`src/design/cmp_ctrl_pkg.sv`:
```
// Constants, field layouts and carriers for the comparator control wrapper.
// Assumes a 32-bit AXI4-Lite register bus and a 20 MHz sys_clk.
package cmp_ctrl_pkg;
  localparam int ADDR_W = 4;
  localparam logic [ADDR_W-1:0] CONTROL_OFS = 4'h0;
  localparam logic [ADDR_W-1:0] STATUS_OFS = 4'h4;
  localparam logic [ADDR_W-1:0] MASK_OFS = 4'h8;
  localparam int ENABLE_BIT = 15;
  localparam int DRIVE_BIT = 14;
  localparam int POLARITY_BIT = 13;
  localparam int RESULT_BIT = 8;
  localparam int EDGE_LSB = 6;
  localparam int POSSEL_BIT = 4;
  localparam int NEGSEL_LSB = 0;
  localparam logic [31:0] CONTROL_WMASK = 32'h0000_E0D3;
  localparam logic [31:0] CONTROL_RESET = 32'h0000_00C3;
  localparam logic [1:0] EDGE_NONE = 2'h0;
  localparam logic [1:0] EDGE_RISE = 2'h1;
  localparam logic [1:0] EDGE_FALL = 2'h2;
  localparam logic [1:0] EDGE_BOTH = 2'h3;
  localparam logic [1:0] RESP_OKAY = 2'h0;
  localparam logic [1:0] RESP_SLVERR = 2'h2;

  typedef struct packed {
    logic enable;
    logic driveEnable;
    logic polarityInvert;
    logic [1:0] edgeSelect;
    logic positiveSelect;
    logic [1:0] negativeSelect;
  } control_s;

  typedef struct packed {
    logic enable;
    logic positiveSelect;
    logic [1:0] negativeSelect;
  } analog_s;
endpackage

```
`src/design/comparator_control_interrupt.sv`:
```
// Comparator control wrapper: control register, result sync, edge interrupt.
// Assumes the analogue core result is asynchronous to sys_clk.
`timescale 1ns/1ns
module comparator_control_interrupt (
  // Clock and reset
  input wire logic sys_clk,
  input wire logic reset_n,
  // AXI4-Lite write address and data
  input wire logic [cmp_ctrl_pkg::ADDR_W-1:0] s_axi_awaddr,
  input wire logic s_axi_awvalid,
  output logic s_axi_awready,
  input wire logic [31:0] s_axi_wdata,
  input wire logic [3:0] s_axi_wstrb,
  input wire logic s_axi_wvalid,
  output logic s_axi_wready,
  // AXI4-Lite write response
  output logic [1:0] s_axi_bresp,
  output logic s_axi_bvalid,
  input wire logic s_axi_bready,
  // AXI4-Lite read
  input wire logic [cmp_ctrl_pkg::ADDR_W-1:0] s_axi_araddr,
  input wire logic s_axi_arvalid,
  output logic s_axi_arready,
  output logic [31:0] s_axi_rdata,
  output logic [1:0] s_axi_rresp,
  output logic s_axi_rvalid,
  input wire logic s_axi_rready,
  // Analogue core
  input wire logic comparatorResult,
  output cmp_ctrl_pkg::analog_s analogControl,
  // Pin and interrupt
  output logic resultOutputPin,
  output logic resultOutputPinOe,
  output logic irq
);

  typedef enum logic [2:0] {
    W_IDLE = 3'b001,
    W_HAVE = 3'b010,
    W_RESP = 3'b100
  } wstate_e;

  cmp_ctrl_pkg::control_s ctrl_r, ctrl_nxt;
  wstate_e wState_r, wState_nxt;
  logic awHave_r, awHave_nxt, wHave_r, wHave_nxt;
  logic [cmp_ctrl_pkg::ADDR_W-1:0] awAddr_r, awAddr_nxt;
  logic [31:0] wData_r, wData_nxt;
  logic [3:0] wStrb_r, wStrb_nxt;
  logic [1:0] bResp_r, bResp_nxt;
  logic rValid_r, rValid_nxt;
  logic [31:0] rData_r, rData_nxt;
  logic [1:0] rResp_r, rResp_nxt;
  logic sync1_r, sync2_r, prev_r, prev_nxt;
  logic status_r, status_nxt, mask_r, mask_nxt;
  logic pin_r, pin_nxt, pinOe_r, pinOe_nxt, irq_r, irq_nxt;
  logic awReady_r, awReady_nxt, wReady_r, wReady_nxt;
  logic bValid_r, bValid_nxt, arReady_r, arReady_nxt;
  logic edgePulse, shaped;

  // Byte-lane merge of write data
  function automatic logic [31:0] merge(input logic [31:0] old,
      input logic [31:0] data, input logic [3:0] strb);
    logic [31:0] res;
    res = old;
    for (int i = 0; i < 4; i++) begin
      if (strb[i]) begin
        res[i*8 +: 8] = data[i*8 +: 8];
      end
    end
    return res;
  endfunction

  function automatic logic [31:0] ctrlWord(input cmp_ctrl_pkg::control_s c,
      input logic res);
    logic [31:0] w;
    w = 32'h0000_0000;
    w[cmp_ctrl_pkg::ENABLE_BIT] = c.enable;
    w[cmp_ctrl_pkg::DRIVE_BIT] = c.driveEnable;
    w[cmp_ctrl_pkg::POLARITY_BIT] = c.polarityInvert;
    w[cmp_ctrl_pkg::RESULT_BIT] = res;
    w[cmp_ctrl_pkg::EDGE_LSB +: 2] = c.edgeSelect;
    w[cmp_ctrl_pkg::POSSEL_BIT] = c.positiveSelect;
    w[cmp_ctrl_pkg::NEGSEL_LSB +: 2] = c.negativeSelect;
    return w;
  endfunction

  function automatic cmp_ctrl_pkg::control_s toCtrl(input logic [31:0] w);
    cmp_ctrl_pkg::control_s c;
    c.enable = w[cmp_ctrl_pkg::ENABLE_BIT];
    c.driveEnable = w[cmp_ctrl_pkg::DRIVE_BIT];
    c.polarityInvert = w[cmp_ctrl_pkg::POLARITY_BIT];
    c.edgeSelect = w[cmp_ctrl_pkg::EDGE_LSB +: 2];
    c.positiveSelect = w[cmp_ctrl_pkg::POSSEL_BIT];
    c.negativeSelect = w[cmp_ctrl_pkg::NEGSEL_LSB +: 2];
    return c;
  endfunction

  // Result path: gated and inverted after the synchroniser, so pin, status
  // and edge detector all see one value
  assign shaped = (sync2_r & ctrl_r.enable) ^ ctrl_r.polarityInvert;

  always_comb begin
    edgePulse = 1'b0;
    case (ctrl_r.edgeSelect)
      cmp_ctrl_pkg::EDGE_RISE: edgePulse = shaped & ~prev_r;
      cmp_ctrl_pkg::EDGE_FALL: edgePulse = ~shaped & prev_r;
      cmp_ctrl_pkg::EDGE_BOTH: edgePulse = shaped ^ prev_r;
      cmp_ctrl_pkg::EDGE_NONE: edgePulse = 1'b0;
      default: edgePulse = 1'b0;
    endcase
    if (!ctrl_r.enable) begin
      edgePulse = 1'b0;
    end
  end

  // Write channel
  always_comb begin
    logic [31:0] merged;
    merged = 32'h0000_0000;
    wState_nxt = wState_r;
    awHave_nxt = awHave_r;
    wHave_nxt = wHave_r;
    awAddr_nxt = awAddr_r;
    wData_nxt = wData_r;
    wStrb_nxt = wStrb_r;
    bResp_nxt = bResp_r;
    ctrl_nxt = ctrl_r;
    status_nxt = status_r;
    mask_nxt = mask_r;
    case (wState_r)
      W_IDLE, W_HAVE: begin
        if (s_axi_awvalid && !awHave_r) begin
          awHave_nxt = 1'b1;
          awAddr_nxt = s_axi_awaddr;
        end
        if (s_axi_wvalid && !wHave_r) begin
          wHave_nxt = 1'b1;
          wData_nxt = s_axi_wdata;
          wStrb_nxt = s_axi_wstrb;
        end
        wState_nxt = (awHave_nxt || wHave_nxt) ? W_HAVE : W_IDLE;
        if (awHave_r && wHave_r) begin
          bResp_nxt = cmp_ctrl_pkg::RESP_OKAY;
          case (awAddr_r)
            cmp_ctrl_pkg::CONTROL_OFS: begin
              merged = merge(ctrlWord(ctrl_r, 1'b0), wData_r, wStrb_r);
              ctrl_nxt = toCtrl(merged &
                  cmp_ctrl_pkg::CONTROL_WMASK);
            end
            cmp_ctrl_pkg::STATUS_OFS: begin
              if (wStrb_r[0] && wData_r[0]) begin
                status_nxt = 1'b0;
              end
            end
            cmp_ctrl_pkg::MASK_OFS: begin
              if (wStrb_r[0]) begin
                mask_nxt = wData_r[0];
              end
            end
            default: bResp_nxt = cmp_ctrl_pkg::RESP_SLVERR;
          endcase
          awHave_nxt = 1'b0;
          wHave_nxt = 1'b0;
          wState_nxt = W_RESP;
        end
      end
      W_RESP: begin
        if (s_axi_bready) begin
          wState_nxt = W_IDLE;
        end
      end
      default: wState_nxt = W_IDLE;
    endcase
    if (edgePulse) begin
      status_nxt = 1'b1;
    end
    // Handshake outputs registered from the next state
    awReady_nxt = (wState_nxt != W_RESP) && !awHave_nxt;
    wReady_nxt = (wState_nxt != W_RESP) && !wHave_nxt;
    bValid_nxt = (wState_nxt == W_RESP);
  end

  // Read channel
  always_comb begin
    rValid_nxt = rValid_r;
    rData_nxt = rData_r;
    rResp_nxt = rResp_r;
    if (rValid_r && s_axi_rready) begin
      rValid_nxt = 1'b0;
    end else if (!rValid_r && s_axi_arvalid) begin
      rValid_nxt = 1'b1;
      rResp_nxt = cmp_ctrl_pkg::RESP_OKAY;
      case (s_axi_araddr)
        cmp_ctrl_pkg::CONTROL_OFS: begin
          rData_nxt = ctrlWord(ctrl_r, shaped);
        end
        cmp_ctrl_pkg::STATUS_OFS: rData_nxt = {31'h0000_0000, status_r};
        cmp_ctrl_pkg::MASK_OFS: rData_nxt = {31'h0000_0000, mask_r};
        default: begin
          rData_nxt = 32'h0000_0000;
          rResp_nxt = cmp_ctrl_pkg::RESP_SLVERR;
        end
      endcase
    end
    arReady_nxt = !rValid_nxt;
  end

  // Pin, interrupt and edge history
  always_comb begin
    prev_nxt = shaped;
    // Pin enable moves in the same cycle as the analogue enable
    pinOe_nxt = ctrl_nxt.enable & ctrl_nxt.driveEnable;
    pin_nxt = pinOe_nxt & shaped;
    irq_nxt = status_nxt & mask_nxt;
  end

  // Write side, control, status and mask
  always_ff @(posedge sys_clk or negedge reset_n) begin
    if (!reset_n) begin
      ctrl_r <= toCtrl(cmp_ctrl_pkg::CONTROL_RESET);
      wState_r <= W_IDLE;
      awHave_r <= 1'b0;
      wHave_r <= 1'b0;
      awAddr_r <= '0;
      wData_r <= 32'h0000_0000;
      wStrb_r <= 4'h0;
      bResp_r <= cmp_ctrl_pkg::RESP_OKAY;
      status_r <= 1'b0;
      mask_r <= 1'b0;
      awReady_r <= 1'b1;
      wReady_r <= 1'b1;
      bValid_r <= 1'b0;
    end else begin
      ctrl_r <= ctrl_nxt;
      wState_r <= wState_nxt;
      awHave_r <= awHave_nxt;
      wHave_r <= wHave_nxt;
      awAddr_r <= awAddr_nxt;
      wData_r <= wData_nxt;
      wStrb_r <= wStrb_nxt;
      bResp_r <= bResp_nxt;
      status_r <= status_nxt;
      mask_r <= mask_nxt;
      awReady_r <= awReady_nxt;
      wReady_r <= wReady_nxt;
      bValid_r <= bValid_nxt;
    end
  end

  // Read side
  always_ff @(posedge sys_clk or negedge reset_n) begin
    if (!reset_n) begin
      rValid_r <= 1'b0;
      rData_r <= 32'h0000_0000;
      rResp_r <= cmp_ctrl_pkg::RESP_OKAY;
      arReady_r <= 1'b1;
    end else begin
      rValid_r <= rValid_nxt;
      rData_r <= rData_nxt;
      rResp_r <= rResp_nxt;
      arReady_r <= arReady_nxt;
    end
  end

  // Raw core output crosses into sys_clk through two stages
  always_ff @(posedge sys_clk or negedge reset_n) begin
    if (!reset_n) begin
      sync1_r <= 1'b0;
      sync2_r <= 1'b0;
      prev_r <= 1'b0;
    end else begin
      sync1_r <= comparatorResult;
      sync2_r <= sync1_r;
      prev_r <= prev_nxt;
    end
  end

  // Pin and interrupt outputs
  always_ff @(posedge sys_clk or negedge reset_n) begin
    if (!reset_n) begin
      pin_r <= 1'b0;
      pinOe_r <= 1'b0;
      irq_r <= 1'b0;
    end else begin
      pin_r <= pin_nxt;
      pinOe_r <= pinOe_nxt;
      irq_r <= irq_nxt;
    end
  end

  // Analogue steering registered from the next control value, cleared to zero in reset
  always_ff @(posedge sys_clk or negedge reset_n) begin
    if (!reset_n) begin
      analogControl <= '0;
    end else begin
      analogControl.enable <= ctrl_nxt.enable;
      analogControl.positiveSelect <= ctrl_nxt.positiveSelect;
      analogControl.negativeSelect <= ctrl_nxt.negativeSelect;
    end
  end

  assign s_axi_awready = awReady_r;
  assign s_axi_wready = wReady_r;
  assign s_axi_bvalid = bValid_r;
  assign s_axi_bresp = bResp_r;
  assign s_axi_arready = arReady_r;
  assign s_axi_rvalid = rValid_r;
  assign s_axi_rdata = rData_r;
  assign s_axi_rresp = rResp_r;
  assign resultOutputPin = pin_r;
  assign resultOutputPinOe = pinOe_r;
  assign irq = irq_r;

endmodule

```
`config.mk`:
```
export PLATFORM = sky130hd
export DESIGN_NAME = comparator_control_interrupt
export DESIGN_NICKNAME = d
export VERILOG_FILES = /design/src/design/cmp_ctrl_pkg.sv /design/src/design/comparator_control_interrupt.sv
export SDC_FILE = /design/constraint.sdc
export NUM_CORES = 1
export LEC_CHECK = 0
export BUFFER_PORTS_ARGS = -buffer_cell sky130_fd_sc_hd__buf_2
export CAP_MARGIN = 20
export CORE_MARGIN = 2
export CORE_UTILIZATION = 43
export CTS_CLUSTER_DIAMETER = 30
export CTS_CLUSTER_SIZE = 28
export DETAILED_ROUTE_END_ITERATION = 10
export PLACE_DENSITY = 0.85
export SLEW_MARGIN = 20
export SYNTH_ARGS = -nofsm -noshare
export SYNTH_HDL_FRONTEND = slang
export SYNTH_SLANG_ARGS = --single-unit
```
`constraint.sdc`:
```
create_clock -name sys_clk -period 1.9 [get_ports sys_clk]
set_clock_uncertainty 0.15 [all_clocks]
set_input_delay 0.285 -clock sys_clk [delete_from_list [all_inputs] [get_ports sys_clk]]
set_output_delay 0.285 -clock sys_clk [all_outputs]
set_load 0.005 [all_outputs]
```
Yosys cells after proc, flatten, opt, wreduce, memory -nomap -nowiden:

Cells that the tools add are included.

* register bits: 86
* bits of input ports: 52
* logic and storage cells: 112

* equality and inequality tests: 12
* muxes and demuxes: 33
* bitwise operators: 11
* reduce and logical (&&, ||, !) cells: 27

Operators with widths (number)
* $pmux 16 s3: 1
* $mux 8: 5
* $mux 1: 20
* $eq 4x3->1 const B: 2
* $eq 4x4->1 const B: 2
* $logic_and 1x1->1: 8
* $logic_not 4->1: 2
* $reduce_and 2->1: 4
* $reduce_and 4->1: 2
* $and 1x1->1: 6
* $eq 3x3->1 const B: 2
* $logic_not 1->1: 6
* $mux 2: 3
* $mux 3: 2
* $pmux 3 s2: 1
* $reduce_or 3->1: 2
* $eq 2x2->1 const B: 2
* $pmux 1 s4: 1
* $eq 3x1->1 const B: 1
* $eq 3x2->1 const B: 1
* $ne 3x3->1 const B: 1
* $not 1->1: 3
* $eq 2x1->1 const B: 1
* $logic_not 2->1: 1
* 3 further kinds: 4

Longest topological paths before layout:

* depth in word-level cells: 10
* gate-level depth with buffers: 7
* depth with buffers taken out: 7

Least setup slack after synthesis:

OpenSTA, ideal clock, no wires.

* path kind: register to register
* start: reg wState_r[0]
* end: reg analogControl[0] (netlist bit)
* setup time: 0.129 ns
* data arrival time: 1.598 ns
* data required time: 1.621 ns
* setup slack: 0.023 ns
* cell stages (with the launch flop): 5
* path buffers: 0
* clock period less this slack: 1.877 ns
* path through: dfstp_2 > xor2_1 > nand2_2 > nor4_4 > mux2_2

RTL lines
* start: declaration: RTL line comparator_control_interrupt.sv:44 `wstate_e wState_r, wState_nxt;`
* start signal: assignment: RTL line comparator_control_interrupt.sv:235 `wState_r <= wState_nxt;`
* end: declaration: RTL line comparator_control_interrupt.sv:30 `output cmp_ctrl_pkg::analog_s analogControl,`

==> out/qor.txt <==
SYNTH
-------------------------------------------------------------------------------------
Avg Synthesized Cell Area ..............................................     12.9 µm²
Post-synthesis instance area ...........................................     2340 µm²
Number of register bits inferred by synthesis ..........................           53
Sequential-to-total area share from yosys stat .........................        0.571
Number of distinct library cells after synthesis .......................           42
Number of warnings printed during yosys synthesis ......................            0
Gate count after technology mapping ....................................          181

CELLS AND AREA
-------------------------------------------------------------------------------------
Fraction of layout cells with a size suffix above 1 ....................        0.450
Synthesis-to-layout area growth ........................................        23.7%
Post-route insts no fill ...............................................          321
Filler Cell Count ......................................................          437
Most used cells in the layout excluding fill and tap cells ............. buf_2 (48), dfrtp_1 (44), conb_1 (25)
Nets@finish ............................................................          304
Number of antenna repair diodes ........................................            0
Most frequent standard cell in the layout excluding fill and tap cells .        buf_2

ROUTE
-------------------------------------------------------------------------------------
Detailed Route Iter0 Violations ........................................           75
Vias after detailed routing ............................................         1525
First-pass iteration count of the detailed router ......................            4
Via/cell ratio .........................................................         4.75
WL per Instance ........................................................      13.6 µm
Residual DRC count .....................................................            0
Antenna viol nets, final ...............................................            0
Final WL ...............................................................      4.36 mm

POWER
-------------------------------------------------------------------------------------
Clk pwr share ..........................................................        0.193
Internal Dissipation ...................................................      2.76 mW
P_sw ...................................................................      1.26 mW
Switching part of the total power ......................................        0.313
Comb pwr share .........................................................        0.348
IR drop worst, VDD .....................................................   0.000841 V
Overall power after layout .............................................      4.02 mW
Power per cell area ....................................................  1390 nW/µm²
Sequential cell fraction of total power ................................        0.459
Leakage dissipation ....................................................      1.44 nW

STA
-------------------------------------------------------------------------------------
Post-route worst setup slack ...........................................     -3.67 ps
Part of the cycle the worst path needs .................................         1.00
Final setup violation count ............................................            2
Fin crit period ........................................................      1900 ps
FMAX ...................................................................      525 MHz
Final Hold Violating Endpoints .........................................            0
Setup repair after global routing missed its margin ....................         true
Max Transition Viols Final .............................................            0
Worst hold slack .......................................................      56.8 ps

GRT
-------------------------------------------------------------------------------------
Initial antenna violation count ........................................            1
Via count of the first global-routing pass .............................         1557
Overall overflow remaining after global route ..........................            0
Pin count of the biggest net entering global routing ...................           54
Overall routing resource usage .........................................        0.152
First-pass GRT wire length .............................................      7.13 mm

PLACEMENT
-------------------------------------------------------------------------------------
IO Port Bufs ...........................................................           48
Place WS ...............................................................     -20.2 ps
GP Congestion ..........................................................        0.738
Placed cell count ......................................................          310
Detailed-placement wirelength estimate .................................      3.18 mm

DIE
-------------------------------------------------------------------------------------
DIE AREA ...............................................................     6050 µm²
Number of placement rows ...............................................           26
Vertical die dimension .................................................      77.8 µm
Core Region ............................................................     5170 µm²
Horizontal extent of the die ...........................................      77.8 µm
Boundary pin count .....................................................          100
Initial Util ...........................................................        0.453

JOB
-------------------------------------------------------------------------------------
Number of max-cap violations ...........................................            0

HOLD PATH
-------------------------------------------------------------------------------------
Class of the most critical hold timing path ............................       in2reg

CLOCK NETWORK
-------------------------------------------------------------------------------------
TritonCTS clock tree ...................................................        built
Maximum clock path buffer count ........................................            2
Worst-skew pair later-pin latency ......................................       300 ps
Number of buffers inserted during clock tree synthesis .................            5
Clock transition at the registers of the reported paths ................        90 ps
Count of clock tree sinks ..............................................           53
Clock tree root buffer cell ............................................     clkbuf_8
H-tree levels ..........................................................            2

SETUP PATH
-------------------------------------------------------------------------------------
Endpoint arrival time on the critical path .............................      1950 ps
Critical Path Start Type ...............................................    flip-flop
Worst endpoint required time ...........................................      1950 ps
Top fanout value on the critical path ..................................            4
Nature of the critical path endpoint ...................................    flip-flop
WS Path Type ...........................................................      reg2reg

STATUS
-------------------------------------------------------------------------------------
Outcome ................................................................ finished with violations
Failing checks ......................................................... setup timing

-- cell families (layout without fill, tap and decap cells) --
group                    Yosys count  in the layout  synth area share
XOR/XNOR                           3              3            0.0112
other                              1             25           0.00160
AO/OA/AOI/OAI                     27             27            0.0860
multiplexers                      25             25             0.119
buffers and inverters             34             80            0.0994
adder cells (fa/ha/maj)            2              2            0.0107
flip-flops                        53             53             0.571
AND/OR/NAND/NOR                   36             36             0.102
-- power by group through the flow --
stage	combinational (mW)	clock [mW]	sequential, mW
floorplan	0.807	0	1.81
global placement	1.22	0	1.81
finish	1.40	0.774	1.84
detailed placement	1.28	0	1.83
global route	1.54	0.846	1.90
CTS	1.31	0.792	1.82
-- timing repair --
action,in CTS,in global routing
pin swaps,0,1
setup endpoints to repair,5,26
setup buffers,0,1
hold buffers,2,0
hold endpoints to repair,46,0
gates resized for setup,1,11
-- flip-flops by register name (all words and copies together), names as in the netlist, 2 cells and up --
| register | flops |
|---|---|
| wStrb_r | 2 |
| ctrl_r | 6 |
| wData_r | 8 |
| awAddr_r | 4 |
| s_axi_rdata | 9 |
| wState_r | 3 |
| analogControl | 4 |
-- per-stage QoR --
step           instance area, µm²  setup TNS [ps]  utilization
3_3_place_gp                 2690               0        0.520
4_1_cts                      2840            -116        0.548
5_1_grt                      2900            -555        0.560
2_1_floorplan                2430               0            -
3_5_place_dp                 2690           -40.3        0.520
6_report                     2900           -7.08        0.560
-- final timing paths --
| kind | start | end | slack [ps] | cells after the start |
|---|---|---|---|---|
| setup / recovery | awAddr_r[1] | ctrl_r[6] | -4 | 4 |
| hold / removal | s_axi_wdata[15] | wData_r[15] | 60 | 2 |
| setup reg to reg | awAddr_r[1] | ctrl_r[6] | -4 | 4 |
| hold reg to reg | sync1_r | sync2_r | 210 | 0 |
| max in group asynchronous | reset_n | s_axi_arready | 970 | 3 |
| min in group asynchronous | reset_n | wState_r[2] | 350 | 3 |
-- synthesized netlist by cell type --
| library cell | instances | area share |
|---|---|---|
| dfrtp_1 | 45 | 0.48 |
| buf_4 | 28 | 0.090 |
| mux2_2 | 22 | 0.11 |
| nand2_1 | 11 | 0.018 |
| a22o_1 | 8 | 0.030 |
| dfstp_2 | 8 | 0.090 |
| nor2_1 | 6 | 0.0096 |
| inv_1 | 5 | 0.0080 |
| a21oi_1 | 3 | 0.0064 |
| nor3b_1 | 3 | 0.0096 |
| o21a_1 | 3 | 0.0096 |
| o21ai_0 | 3 | 0.0064 |
| and2b_1 | 2 | 0.0064 |
| ha_1 | 2 | 0.011 |
| mux2i_1 | 2 | 0.0085 |
| nor4_4 | 2 | 0.018 |
| o22ai_1 | 2 | 0.0053 |
| xnor2_1 | 2 | 0.0075 |
| a2111oi_0 | 1 | 0.0037 |
| a211oi_1 | 1 | 0.0032 |
| a21boi_0 | 1 | 0.0032 |
| a21o_1 | 1 | 0.0032 |
| a31oi_1 | 1 | 0.0027 |
| and2_1 | 1 | 0.0027 |
| and3b_1 | 1 | 0.0037 |
| clkbuf_1 | 1 | 0.0016 |
| conb_1 | 1 | 0.0016 |
| mux2_1 | 1 | 0.0048 |
| nand2_2 | 1 | 0.0027 |
| nand2b_1 | 1 | 0.0027 |
| nand3b_1 | 1 | 0.0032 |
| nand4_1 | 1 | 0.0027 |
| nor3_2 | 1 | 0.0043 |
| nor4_1 | 1 | 0.0027 |
| nor4b_1 | 1 | 0.0037 |
| o211a_1 | 1 | 0.0043 |
| o32a_1 | 1 | 0.0043 |
| o41ai_1 | 1 | 0.0037 |
| or2b_1 | 1 | 0.0032 |
| or3_1 | 1 | 0.0027 |
| or4b_4 | 1 | 0.0059 |
| xor2_1 | 1 | 0.0037 |
-- final cells by class --
class,instances,area (µm²),share of cell area
Multi-Input combinational cell,118,916,0.316
Clock buffer,7,86.3,0.0298
Sequential cell,53,1340,0.462
Clock inverter,1,30.0,0.0104
Timing Repair Buffer,67,420,0.145
Inverter,5,18.8,0.00648
Tap cell,70,87.6,0.0302
-- routing by layer --
layer / vias to the layer above / wire length [µm] / track usage
met3: 14 / 291 / 0.0430
met4: 2 / 143 / 0.0786
met2: 63 / 1980 / 0.236
met1: 730 / 1930 / 0.193
met5: - / 12 / 0
li1: 716 / - / -
-- worst max-delay path: stages (launching register included) --
cell	delay, ps
dfrtp_1	390
or4b_4	550
nor4_4	190
buf_4	190
mux2_2	330
No activity file was read; power rests on OpenSTA's default activity.
